### src/rtl/cpg_pkg.sv
/*
 Shared constants and carriers for the codec path and gain control block.
 Assumes a single 25 MHz system clock and an APB master for the registers.
*/
package cpg_pkg;
   // Register byte addresses
   localparam logic [7:0] CTRL_OFS    = 8'h00;
   localparam logic [7:0] STATUS_OFS  = 8'h04;
   localparam logic [7:0] TXDATA_OFS  = 8'h08;
   localparam logic [7:0] RXDATA_OFS  = 8'h0c;
   localparam logic [7:0] PATTERN_OFS = 8'h10;
   // Control field positions
   localparam int TX_SEL_LSB   = 0;
   localparam int RX_ROUTE_LSB = 2;
   localparam int RX_LEVEL_LSB = 4;
   // Values after reset
   localparam logic [1:0] TX_SEL_RST   = 2'h1;
   localparam logic [1:0] RX_ROUTE_RST = 2'h1;
   localparam logic [2:0] RX_LEVEL_RST = 3'h0;
   // Serial word, buffering and gain steps
   localparam int PCM_BITS    = 14;
   localparam int FIFO_DEPTH  = 8;
   localparam int PATTERN_LEN = 8;
   localparam int LEVEL_STEP_DB = 4;
   localparam int SUM_CUT_DB    = 6;
   // Half a bit-clock period at 320 ns with a 40 ns clock
   localparam int CLK_NS        = 40;
   localparam int BCLK_NS       = 320;
   localparam int HALF_BIT_CYC  = (BCLK_NS / 2) / CLK_NS;
   localparam logic [3:0] HALF_BIT_CNT = 4'(HALF_BIT_CYC);

   typedef enum logic [1:0] {
      CPG_TX_MUTE = 2'h0,
      CPG_TX_MIC  = 2'h1,
      CPG_TX_HSET = 2'h2,
      CPG_TX_SUM  = 2'h3
   } cpg_tx_sel_t;

   typedef struct packed {
      logic [2:0]  rx_level;
      logic [1:0]  rx_route;
      cpg_tx_sel_t tx_sel;
   } cpg_ctrl_t;

   typedef struct packed {
      logic        mic_on;
      logic        hset_on;
      logic        half_gain;
      logic        diff_on;
      logic        aux_on;
      logic [4:0]  atten_db;
   } cpg_analog_t;

   // Reference 0 dBm0 tone codes, sample 1 first
   typedef logic [PCM_BITS-1:0] cpg_pcm_t;
   localparam cpg_pcm_t PATTERN [PATTERN_LEN] = '{
      14'h08ab, 14'h14ee, 14'h14ee, 14'h08ab,
      14'h3754, 14'h2b11, 14'h2b11, 14'h3754};
endpackage

### src/rtl/cpg_top.sv
/*
 Codec path and gain control: control register over APB, analog switch
 decode, and the 14-bit serial transmit/receive port timed by the far
 side's frame sync and bit clock, with an 8-word transmit FIFO.
 Assumes MCLK at 25 MHz, bit clock and sync as asynchronous pins slower
 than MCLK/4, and an APB master that holds each request until pready.
*/
// The implementer's own choices: register access over APB and the address map.
module cpg_top (
   input  wire logic        MCLK,
   input  wire logic        ARST_N,
   input  wire logic        PSEL,
   input  wire logic        PENABLE,
   input  wire logic        PWRITE,
   input  wire logic [7:0]  PADDR,
   input  wire logic [31:0] PWDATA,
   output logic [31:0]      PRDATA,
   output logic             PREADY,
   output logic             PSLVERR,
   input  wire logic        FRAME_SYNC,
   input  wire logic        BIT_CLOCK,
   input  wire logic        SERIAL_RX_DATA,
   output logic             SERIAL_TX_DATA,
   output logic             SERIAL_TX_OE,
   output logic             MIC_ON,
   output logic             HANDSET_INPUT_ON,
   output logic             TX_HALF_GAIN,
   output logic             DIFF_OUT_ON,
   output logic             AUX_OUT_ON,
   output logic [4:0]       RX_ATTEN_DB,
   output logic [2:0]       RX_LEVEL
);
   localparam int PB = cpg_pkg::PCM_BITS;

   logic               rst_s1_r;
   logic               rst_n_r;
   logic [1:0]         fs_sync_r;
   logic [1:0]         bc_sync_r;
   logic [1:0]         rx_sync_r;
   logic               fs_d_r;
   logic               bc_d_r;
   logic               fs_rise;
   logic               bc_rise;
   logic               bc_fall;
   cpg_pkg::cpg_ctrl_t ctrl_r;
   cpg_pkg::cpg_ctrl_t ctrl_nxt;
   logic               ctrl_wr;
   logic [3:0]         since_bc_r;
   logic               tx_active_r;
   logic [3:0]         tx_cnt_r;
   logic [PB-1:0]      tx_sh_r;
   logic [3:0]         rx_cnt_r;
   logic [PB-1:0]      rx_sh_r;
   logic [PB-1:0]      rx_word_r;
   logic               rx_new_r;
   logic               underrun_r;
   logic               pat_en_r;
   logic [2:0]         pat_idx_r;
   logic               fifo_in_valid;
   logic               fifo_in_ready;
   logic               fifo_out_valid;
   logic               fifo_pop;
   logic [PB-1:0]      fifo_out_data;
   logic               access;
   logic               status_rd;
   logic               rxdata_rd;
   logic               mapped;
   logic [31:0]        rdata_nxt;
   cpg_pkg::cpg_analog_t ana_nxt;

   // Reset release through two flip-flops
   always_ff @(posedge MCLK or negedge ARST_N) begin
      if (!ARST_N) begin
         rst_s1_r <= 1'b0;
         rst_n_r  <= 1'b0;
      end else begin
         rst_s1_r <= 1'b1;
         rst_n_r  <= rst_s1_r;
      end
   end

   // Pin synchronisers
   always_ff @(posedge MCLK or negedge rst_n_r) begin
      if (!rst_n_r) begin
         fs_sync_r <= '0;
         bc_sync_r <= '0;
         rx_sync_r <= '0;
         fs_d_r    <= 1'b0;
         bc_d_r    <= 1'b0;
      end else begin
         fs_sync_r <= {fs_sync_r[0], FRAME_SYNC};
         bc_sync_r <= {bc_sync_r[0], BIT_CLOCK};
         rx_sync_r <= {rx_sync_r[0], SERIAL_RX_DATA};
         fs_d_r    <= fs_sync_r[1];
         bc_d_r    <= bc_sync_r[1];
      end
   end

   // Edge detectors; the delayed copies reset low like the idle pins, so
   // no false edge follows reset
   assign fs_rise = fs_sync_r[1] && !fs_d_r;
   assign bc_rise = bc_sync_r[1] && !bc_d_r;
   assign bc_fall = !bc_sync_r[1] && bc_d_r;

   // APB decode; the read strobes clear status flags at the access edge
   assign access    = PSEL && PENABLE;
   assign ctrl_wr   = access && PWRITE && (PADDR == cpg_pkg::CTRL_OFS);
   assign status_rd = access && !PWRITE && PREADY && (PADDR == cpg_pkg::STATUS_OFS);
   assign rxdata_rd = access && !PWRITE && PREADY && (PADDR == cpg_pkg::RXDATA_OFS);

   // Address map; anything else answers with an error and no effect
   assign mapped = (PADDR == cpg_pkg::CTRL_OFS) || (PADDR == cpg_pkg::STATUS_OFS)
                || (PADDR == cpg_pkg::TXDATA_OFS) || (PADDR == cpg_pkg::RXDATA_OFS)
                || (PADDR == cpg_pkg::PATTERN_OFS);

   // Next control value from a full bus word
   always_comb begin
      ctrl_nxt          = ctrl_r;
      ctrl_nxt.tx_sel   = cpg_pkg::cpg_tx_sel_t'(PWDATA[cpg_pkg::TX_SEL_LSB +: 2]);
      ctrl_nxt.rx_route = PWDATA[cpg_pkg::RX_ROUTE_LSB +: 2];
      ctrl_nxt.rx_level = PWDATA[cpg_pkg::RX_LEVEL_LSB +: 3];
   end

   // Control register: takes a whole word only at the access edge
   always_ff @(posedge MCLK or negedge rst_n_r) begin
      if (!rst_n_r) begin
         ctrl_r.tx_sel   <= cpg_pkg::CPG_TX_MIC;
         ctrl_r.rx_route <= cpg_pkg::RX_ROUTE_RST;
         ctrl_r.rx_level <= cpg_pkg::RX_LEVEL_RST;
      end else if (ctrl_wr) begin
         ctrl_r <= ctrl_nxt;
      end
   end

   // Pattern generator enable
   always_ff @(posedge MCLK or negedge rst_n_r) begin
      if (!rst_n_r) begin
         pat_en_r <= 1'b0;
      end else if (access && PWRITE && PADDR == cpg_pkg::PATTERN_OFS) begin
         pat_en_r <= PWDATA[0];
      end
   end

   // Read mux
   always_comb begin
      rdata_nxt = '0;
      unique case (PADDR)
         cpg_pkg::CTRL_OFS: begin
            rdata_nxt[cpg_pkg::TX_SEL_LSB +: 2]   = ctrl_r.tx_sel;
            rdata_nxt[cpg_pkg::RX_ROUTE_LSB +: 2] = ctrl_r.rx_route;
            rdata_nxt[cpg_pkg::RX_LEVEL_LSB +: 3] = ctrl_r.rx_level;
         end
         cpg_pkg::STATUS_OFS: begin
            rdata_nxt[0] = fifo_out_valid;
            rdata_nxt[1] = !fifo_in_ready;
            rdata_nxt[2] = rx_new_r;
            rdata_nxt[3] = underrun_r;
            rdata_nxt[4] = tx_active_r;
         end
         cpg_pkg::RXDATA_OFS: rdata_nxt[PB-1:0] = rx_word_r;
         cpg_pkg::PATTERN_OFS: rdata_nxt[0] = pat_en_r;
         default: rdata_nxt = '0;
      endcase
   end

   // Bus answer: zero-wait, error on unmapped address
   always_ff @(posedge MCLK or negedge rst_n_r) begin
      if (!rst_n_r) begin
         PRDATA  <= '0;
         PREADY  <= 1'b0;
         PSLVERR <= 1'b0;
      end else begin
         PRDATA  <= (PSEL && !PENABLE && !PWRITE) ? rdata_nxt : '0;
         PREADY  <= PSEL && !PENABLE;
         PSLVERR <= PSEL && !PENABLE && !mapped;
      end
   end

   // Transmit words enter the FIFO; a write to a full FIFO is dropped, so
   // software checks the full bit before it writes
   assign fifo_in_valid = access && PWRITE && PADDR == cpg_pkg::TXDATA_OFS && PREADY;

   cpg_fifo #(
      .WIDTH (PB),
      .DEPTH (cpg_pkg::FIFO_DEPTH)
   ) u_tx_fifo (
      .clk       (MCLK),
      .rst_n     (rst_n_r),
      .in_valid  (fifo_in_valid),
      .in_ready  (fifo_in_ready),
      .in_data   (PWDATA[PB-1:0]),
      .out_valid (fifo_out_valid),
      .out_ready (fifo_pop),
      .out_data  (fifo_out_data)
   );

   // Cycles since the last bit clock rise, saturating; held against half a
   // bit period when sync arrives to pick the launch of the first bit
   always_ff @(posedge MCLK or negedge rst_n_r) begin
      if (!rst_n_r) begin
         since_bc_r <= '1;
      end else if (bc_rise) begin
         since_bc_r <= '0;
      end else if (since_bc_r != '1) begin
         since_bc_r <= since_bc_r + 1'b1;
      end
   end

   // Word is taken at sync rise from the pattern or the FIFO
   assign fifo_pop = fs_rise && !pat_en_r && fifo_out_valid;

   // Transmit shifter: the first bit goes out on sync rise if sync came
   // late in the bit (within half a period of the next edge), else on the
   // next bit clock rise; later bits follow each bit clock rise
   always_ff @(posedge MCLK or negedge rst_n_r) begin
      if (!rst_n_r) begin
         tx_active_r    <= 1'b0;
         tx_cnt_r       <= '0;
         tx_sh_r        <= '0;
         SERIAL_TX_DATA <= 1'b1;
         SERIAL_TX_OE   <= 1'b0;
         pat_idx_r      <= '0;
      end else begin
         if (fs_rise) begin
            tx_active_r <= 1'b1;
            if (pat_en_r) begin
               tx_sh_r   <= cpg_pkg::PATTERN[pat_idx_r];
               pat_idx_r <= pat_idx_r + 1'b1;
            end else if (fifo_out_valid) begin
               tx_sh_r <= fifo_out_data;
            end else begin
               tx_sh_r <= '0; // Nothing queued: send a zero word
            end
            if (since_bc_r >= cpg_pkg::HALF_BIT_CNT && !bc_rise) begin
               tx_cnt_r <= 4'(PB);
            end else begin
               tx_cnt_r <= 4'(PB + 1);
            end
         end else if (tx_active_r && tx_cnt_r == 4'(PB)) begin
            SERIAL_TX_DATA <= tx_sh_r[PB-1];
            SERIAL_TX_OE   <= 1'b1;
            tx_sh_r        <= {tx_sh_r[PB-2:0], 1'b0};
            tx_cnt_r       <= tx_cnt_r - 1'b1;
         end else if (tx_active_r && bc_rise) begin
            if (tx_cnt_r == '0) begin
               tx_active_r    <= 1'b0;
               SERIAL_TX_OE   <= 1'b0;
               SERIAL_TX_DATA <= 1'b1;
            end else begin
               SERIAL_TX_DATA <= tx_sh_r[PB-1];
               SERIAL_TX_OE   <= 1'b1;
               tx_sh_r        <= {tx_sh_r[PB-2:0], 1'b0};
               tx_cnt_r       <= (tx_cnt_r == 4'(PB + 1)) ? 4'(PB - 1) : tx_cnt_r - 1'b1;
            end
         end
      end
   end

   // Underrun flag: a sync with nothing to send sets it and a status read
   // clears it; the set wins when both land in one cycle, so an underrun
   // is kept if it lands in a read's access cycle, but cleared unread if it lands in its setup cycle
   always_ff @(posedge MCLK or negedge rst_n_r) begin
      if (!rst_n_r) begin
         underrun_r <= 1'b0;
      end else if (fs_rise && !pat_en_r && !fifo_out_valid) begin
         underrun_r <= 1'b1;
      end else if (status_rd) begin
         underrun_r <= 1'b0;
      end
   end

   // Receive shifter: MSB first on bit clock falls after sync
   always_ff @(posedge MCLK or negedge rst_n_r) begin
      if (!rst_n_r) begin
         rx_cnt_r  <= '0;
         rx_sh_r   <= '0;
         rx_word_r <= '0;
      end else begin
         if (fs_rise) begin
            rx_cnt_r <= 4'(PB);
         end else if (bc_fall && rx_cnt_r != '0) begin
            rx_sh_r  <= {rx_sh_r[PB-2:0], rx_sync_r[1]};
            rx_cnt_r <= rx_cnt_r - 1'b1;
            if (rx_cnt_r == 4'h1) begin
               rx_word_r <= {rx_sh_r[PB-2:0], rx_sync_r[1]};
            end
         end
      end
   end

   // New-word flag: set as the last bit lands, cleared by a data read;
   // the set wins, so a word that completes in the read's access cycle stays flagged, but not one in its setup cycle
   always_ff @(posedge MCLK or negedge rst_n_r) begin
      if (!rst_n_r) begin
         rx_new_r <= 1'b0;
      end else if (!fs_rise && bc_fall && rx_cnt_r == 4'h1) begin
         rx_new_r <= 1'b1;
      end else if (rxdata_rd) begin
         rx_new_r <= 1'b0;
      end
   end

   // Analog switch decode
   always_comb begin
      ana_nxt.mic_on    = ctrl_r.tx_sel[0];
      ana_nxt.hset_on   = ctrl_r.tx_sel[1];
      ana_nxt.half_gain = (ctrl_r.tx_sel == cpg_pkg::CPG_TX_SUM);
      ana_nxt.diff_on   = ctrl_r.rx_route[0];
      ana_nxt.aux_on    = ctrl_r.rx_route[1];
      ana_nxt.atten_db  = 5'({2'h0, ctrl_r.rx_level} * 5'(cpg_pkg::LEVEL_STEP_DB));
   end

   // Registered transmit input switches
   always_ff @(posedge MCLK or negedge rst_n_r) begin
      if (!rst_n_r) begin
         MIC_ON           <= 1'b1;
         HANDSET_INPUT_ON <= 1'b0;
         TX_HALF_GAIN     <= 1'b0;
      end else begin
         MIC_ON           <= ana_nxt.mic_on;
         HANDSET_INPUT_ON <= ana_nxt.hset_on;
         TX_HALF_GAIN     <= ana_nxt.half_gain;
      end
   end

   // Registered receive routing and gain; attenuation and code move together
   always_ff @(posedge MCLK or negedge rst_n_r) begin
      if (!rst_n_r) begin
         DIFF_OUT_ON      <= 1'b1;
         AUX_OUT_ON       <= 1'b0;
         RX_ATTEN_DB      <= '0;
         RX_LEVEL         <= cpg_pkg::RX_LEVEL_RST;
      end else begin
         DIFF_OUT_ON      <= ana_nxt.diff_on;
         AUX_OUT_ON       <= ana_nxt.aux_on;
         RX_ATTEN_DB      <= ana_nxt.atten_db;
         RX_LEVEL         <= ctrl_r.rx_level;
      end
   end
endmodule

### src/rtl/cpg_fifo.sv
/*
 Parameterised valid/ready FIFO.
 Assumes one clock and a synchronous-release active-low reset.
*/
module cpg_fifo #(
   parameter int WIDTH = 14,
   parameter int DEPTH = 8
) (
   input  wire logic             clk,
   input  wire logic             rst_n,
   input  wire logic             in_valid,
   output logic                  in_ready,
   input  wire logic [WIDTH-1:0] in_data,
   output logic                  out_valid,
   input  wire logic             out_ready,
   output logic [WIDTH-1:0]      out_data
);
   localparam int AW = $clog2(DEPTH);
   logic [WIDTH-1:0] mem [DEPTH];
   logic [AW-1:0]    wp_r;
   logic [AW-1:0]    rp_r;
   logic [AW:0]      cnt_r;
   logic             push;
   logic             pop;

   // Handshake terms
   assign in_ready  = (cnt_r != (AW+1)'(DEPTH));
   assign out_valid = (cnt_r != '0);
   assign push      = in_valid && in_ready;
   assign pop       = out_valid && out_ready;
   assign out_data  = mem[rp_r];

   // Storage
   always_ff @(posedge clk) begin
      if (push) begin
         mem[wp_r] <= in_data;
      end
   end

   // Pointers and fill count
   always_ff @(posedge clk or negedge rst_n) begin
      if (!rst_n) begin
         wp_r  <= '0;
         rp_r  <= '0;
         cnt_r <= '0;
      end else begin
         if (push) begin
            wp_r <= (wp_r == AW'(DEPTH-1)) ? '0 : wp_r + 1'b1;
         end
         if (pop) begin
            rp_r <= (rp_r == AW'(DEPTH-1)) ? '0 : rp_r + 1'b1;
         end
         cnt_r <= cnt_r + (AW+1)'(push) - (AW+1)'(pop);
      end
   end
endmodule

### config.mk
export PLATFORM = sky130hd
export DESIGN_NAME = cpg_top
export DESIGN_NICKNAME = d
export VERILOG_FILES = /design/src/rtl/cpg_pkg.sv /design/src/rtl/cpg_top.sv /design/src/rtl/cpg_fifo.sv
export SDC_FILE = /design/constraint.sdc
export NUM_CORES = 1
export LEC_CHECK = 0
export BUFFER_PORTS_ARGS = -buffer_cell sky130_fd_sc_hd__buf_2
export CAP_MARGIN = 10
export CELL_PAD_IN_SITES_DETAIL_PLACEMENT = 1
export CELL_PAD_IN_SITES_GLOBAL_PLACEMENT = 1
export CORE_MARGIN = 2
export CORE_UTILIZATION = 28
export CTS_CLUSTER_DIAMETER = 50
export DETAILED_ROUTE_END_ITERATION = 7
export PLACE_DENSITY_LB_ADDON = 0.1
export SLEW_MARGIN = 25
export SYNTH_ARGS = -nofsm -noshare
export SYNTH_HDL_FRONTEND = slang
export SYNTH_SLANG_ARGS = --single-unit
export TNS_END_PERCENT = 1
### constraint.sdc
create_clock -name MCLK -period 5.94 [get_ports MCLK]
set_input_delay 1.188 -clock MCLK [delete_from_list [all_inputs] [get_ports MCLK]]
set_output_delay 1.188 -clock MCLK [all_outputs]
set_load 0.02 [all_outputs]
### Yosys cells after proc, flatten, opt, wreduce, memory -nomap -nowiden

Memory sizes are Yosys's and may differ from the RTL's.
Cells that the tools add are included.

* add/subtract/negate cells: 8
* order comparisons: 2
* equal/unequal tests: 14
* muxes and demuxes: 41
* bitwise logic cells: 2
* reduce and logical (&&, ||, !) cells: 60

Operator list (number)
* 2-to-1 mux 14 bit: 9
* 2-to-1 mux 4 bit: 9
* logical AND 1 bit: 27
* 2-to-1 mux 1 bit: 17
* == test 8 x 4 -> 1 bit (second input constant): 2
* nonzero test 2 bit: 7
* one-hot mux 4 bit (3 select lines): 1
* zero test 1 bit: 11
* adder 3 x 1 -> 3 bit (second input constant): 3
* == test 4 bit (second input constant): 2
* == test 8 x 3 -> 1 bit (second input constant): 1
* == test 8 x 5 -> 1 bit (second input constant): 1
* zero test 8 bit: 1
* inequality test 4 bit (second input constant): 2
* AND reduction 2 bit: 4
* nonzero test 4 bit: 2
* subtractor 4 x 1 -> 4 bit (second input constant): 2
* 2-to-1 mux 7 bit: 1
* == test 3 bit (second input constant): 2
* 2-to-1 mux 3 bit: 2
* AND reduction 3 bit: 2
* adder 4 x 1 -> 4 bit: 1
* adder 4 x 1 -> 4 bit (second input constant): 1
* == test 4 x 1 -> 1 bit (second input constant): 1
* 13 further kinds: 16

* bits in registers: 113
* RAM bits: 112
* ROM bits: 112
* output and inout port bits: 49
* word-level logic and storage cells: 164
* memories: 2

Memory list
* (no name shown): words 8, width 14, read ports 1, clocked after memory_dff 0, wr ports 0, RTL line cpg_top.sv:227 `tx_sh_r <= cpg_pkg::PATTERN[pat_idx_r];`
* u_tx_fifo.mem: words 8, width 14, read ports 1, clocked after memory_dff 0, wr ports 1, RTL line cpg_fifo.sv:19 `logic [WIDTH-1:0] mem [DEPTH];`

### Depth between registers and ports, before layout

* depth after elaboration: 7
* gate-level depth with buffers: 12
* depth with buffers taken out: 11

### Cells and area by module

From an unflattened synthesis, not the netlist that was laid out.

* cells, all modules: 606
* area total of the unflattened synthesis: 9490.4 um^2

Modules (own cells, without submodules)
* cpg_fifo: times used 1, cells an instance 218, area each 4924.7 um^2
* cpg_top: times used 1, cells an instance 388, area each 4565.6 um^2

### Worst setup path after synthesis

No wires, ideal clock.

* path type: in2reg
* from: input PADDR[5]
* to: memory u_tx_fifo.mem[4][0] (enable)
* arrival time: 3.080 ns
* data required time: 5.573 ns
* slack: 2.493 ns
* stages: 6
* path buffers: 2
* cells stage by stage: or4_4 -> buf_6 -> or2_4 -> nor4_4 -> buf_6 -> and4bb_1

* cells in the longest elaborated chain, start to end: 6

Ends and longest elaborated chain
* from (decl): RTL line cpg_top.sv:15 `input wire logic [7:0] PADDR,`
* == test 8 x 4 -> 1 bit: RTL line cpg_top.sv:181 `assign fifo_in_valid = access && PWRITE && PADDR == cpg_pkg::TXDATA_OFS && PREADY;`
* logical AND 1 bit (2 in a row): RTL line cpg_top.sv:181
* logical AND 1 bit: RTL line cpg_fifo.sv:29 `assign push = in_valid && in_ready;`
* net u_tx_fifo.push: RTL line cpg_fifo.sv:23 `logic push;`
* 2-to-1 mux 1 bit: RTL line cpg_fifo.sv:35 `if (push) begin`
* 2-to-1 mux 1 bit (not written as such): RTL line cpg_fifo.sv:36 `mem[wp_r] <= in_data;`
* to (decl): RTL line cpg_fifo.sv:19

The timed path passes the listed nets, and every way through them passes these cells.

### Worst setup path in the final report

* from: input PADDR[4]
* to: memory u_tx_fifo.mem[3][7] (enable)

* cells in the longest elaborated chain, start to end: 6

Ends and longest elaborated chain (RTL line)
* == test 8 x 4 -> 1 bit: cpg_top.sv:181
* logical AND 1 bit (2 in a row): cpg_top.sv:181
* logical AND 1 bit: cpg_fifo.sv:29
* 2-to-1 mux 1 bit: cpg_fifo.sv:35
* 2-to-1 mux 1 bit (not written as such): cpg_fifo.sv:36

No other way between the ends.

==> out/qor.yml <==
grt:
  track_usage: 0.1306
  overflow: 0
  antenna_found_initial: 0
  grt_first_pass_wirelength_um: 34140
  grt_pass1_vias: 5769
  grt_max_degree: 66
timing:
  finalCritPeriodShare: 0.6144
  slew_headroom: 0.3682
  period_needed_ns: 3.649
  finalHoldViolCount: 0
  skew_ns: 0.02549
  worst_slew_pin_slew_ns: 0.9477
  fmax_ghz: 0.2740
  fin_setup_tns_ns: 0
  rsz0062_at_grt: "false"
  drv_slew: 0
  finalSetupViolations: 0
final_layout:
  finalNonFillerCells: 1139
  nFillCells: 3417
  multi_input_area_um2: 2809
  diodes: 0
  drive_above_1_share: 0.2970
  finalNetCount: 740
  seqCellArea_um2: 6207
  most-common-layout-cells: "edfxtp_1, dfrtp_1, buf_2"
  final_area_um2: 10950
  final_common_cell: "edfxtp_1"
  postLayoutCoreUtil: 0.3358
  syn2layout_area_growth_pct: 17.92
placement:
  portBuffers: 58
  dp_hpwl_um: 14250
  dpl_cell_area_um2: 9970
  dp_cells: 1084
  gp_congestion: 0.7014
clocking:
  clock_latency_ns: 0.54
  ctsResizeCount: 0
  postCtsSetupBuffers: 0
  clk_path_buf_depth: 3
  cts.reportedPaths.clkPinSlew_ns: 0.06
  numCtsBuffers: 29
  cts_tree: "yes"
  cts.sinks: 225
  hold_buffers: 0
  cts-root-buf: "clkbuf_16"
  cts_max_level: 1
critical_path:
  crit_path_max_incr_delay_ns: 0.94
  crit_fanout: 14
  path_delay_family: "simple AND/OR/NAND/NOR gates"
  arrival_ns: 3.81
  crit_chain: "buf_2, or4_4, or2_4, nor4_4, and4b_1"
  r2r_start: "u_tx_fifo.cnt_r[2]"
  crit_buf_inv: 1
  critPathRequiredTime_ns: 6.10
  crit_start: "PADDR[4]"
  cp-end-kind: "flop"
  path_class: "input port to flop"
  critPathSlowestCell: "and4b_1"
  start_kind: "input port"
yosys:
  ys_ff_latch: 225
  synthesis.area_um2: 9288
  ys.flop_type: "edfxtp_1"
  synth-edff-count: 112
  yosys.area.top_type: "edfxtp_1"
  synthCells: 607
  ys_async_sr_fraction: 0.5022
  yosys_warnings: 0
  post_synth.cell_area_avg_um2: 15.30
  yosysSeqAreaShare: 0.6678
  synth_area_leaders: "edfxtp_1, dfrtp_1, mux2_2"
  synthDistinctLibCells: 67
  synth_top_area_frac: 0.3621
detailed_routing:
  vias_per_cell: 4.571
  met1_length_um: 10080
  wl_per_cell_um: 19.17
  drtIter0Drc: 314
  dr_wl_met3_um: 796
  dr_wl_met2_um: 10610
  via_count: 5206
  routed.top_layer: "met4"
  drt_wl_total_um: 21830
  drcViolationCount: 0
  ant_nets: 0
  drtPass1Iterations: 4
floorplanning:
  dieArea_um2: 34640
  pin_count: 97
  num_rows: 66
  die_y_um: 186.1
  initial_utilization: 0.2847
  dieWidth_um: 186.1
  core_area_um2: 32620
outcome:
  outcome: "finished clean"
run:
  drv_cap: 0
pwr:
  p_leak_nw: 4.302
  ir_drop_uv: 182.5
  powerDensity_nw_per_um2: 387.6
min_path:
  hp-class: "flop to asynchronous set/reset pin"
==> Yosys cell counts, types with 4 or more instances <==
cell,count
a21oi_1,7
a221oi_1,9
a222oi_1,4
a22o_1,6
a22oi_1,4
and2_1,9
and3_1,4
buf_2,5
buf_4,23
clkbuf_1,16
dfrtp_1,104
dfstp_2,9
edfxtp_1,112
ha_1,17
inv_1,17
mux2_2,47
mux2i_1,15
mux4_2,18
nand2_1,21
nand2b_1,4
nand3_1,7
nor2_1,24
nor2b_1,8
nor3_1,33
o211ai_1,4
o21ai_0,6
xnor2_1,5
==> worst register-to-register path, delay by kind of cell (launching register included) <==
kind | cells | cell delay (ns)
fa+ha+maj | 4 | 1.02
buf+inv | 3 | 0.24
simple gates | 3 | 0.95
xor+xnor | 1 | 0.14
flops | 1 | 0.36
==> worst paths after layout <==
kind                                  endpoint  slack (ns)  cells after the start
max                        u_tx_fifo.mem[3][7]        2.29                      5
min                               rx_word_r[8]        0.35                      0
max reg2reg                 u_tx_fifo.cnt_r[2]        3.12                     11
min reg2reg                       rx_word_r[8]        0.35                      0
max in group asynchronous    u_tx_fifo.rp_r[1]        4.26                      1
min in group MCLK                 rx_sync_r[1]        0.35                      0
==> metrics by stage <==
step,hold WS [ns],setup slack (ns),power [mW]
CTS,0.3503,2.237,4.304
finish,0.3463,2.291,4.245
detailed placement,0.3363,1.643,2.555
global route,0.3600,2.126,4.471
global placement,0.3370,1.749,2.518
floorplan,0.3312,2.493,2.361
==> logic make-up (layout without fill, tap and decap cells) <==
logic type / Yosys count / count (layout) / synth area share
multiplexers: 81 / 81 / 0.1184
XOR/XNOR: 7 / 7 / 0.006601
adder cells (fa/ha/maj): 18 / 18 / 0.02506
AO/OA/AOI/OAI: 73 / 73 / 0.06117
flip-flops: 225 / 225 / 0.6678
buffers and inverters: 66 / 137 / 0.03826
AND/OR/NAND/NOR: 135 / 135 / 0.08191
other: 2 / 21 / 0.0008086
==> layer usage <==
layer | global-route usage | vias to the layer above
met5 | 0 | -
met4 | 0.02898 | 0
met3 | 0.02035 | 27
met2 | 0.2195 | 102
met1 | 0.1785 | 2684
li1 | - | 2393
==> cell type report <==
cell class,instances,area share
timing repair buffer,66,0.03199
clock buffer,33,0.06946
multi-input combinational,335,0.2565
sequential,225,0.5668
clock inverter,21,0.01896
inverter,17,0.005827
tap,442,0.05050
==> sequential cells by signal, indices dropped and copies added (netlist names), 2 cells and up <==
register / count
rx_word_r: 14
u_tx_fifo.rp_r: 3
ana_nxt: 4
tx_sh_r: 14
RX_ATTEN_DB: 3
u_tx_fifo.wp_r: 3
bc_sync_r: 2
u_tx_fifo.mem: 112
fs_sync_r: 2
since_bc_r: 4
rx_sync_r: 2
rx_sh_r: 13
pat_idx_r: 3
rx_cnt_r: 4
PRDATA: 14
u_tx_fifo.cnt_r: 4
ctrl_r: 3
tx_cnt_r: 4
==> report_power, final <==
part           internal [mW]  leakage (nW)  switching [mW]  total (mW)
clock                   1.05         0.461           0.676        1.73
sequential              1.80          2.41           0.122        1.92
combinational          0.259          1.44           0.338       0.596
total                   3.11          4.30            1.14        4.25
Note: power is estimated with default switching activity, not from simulation.
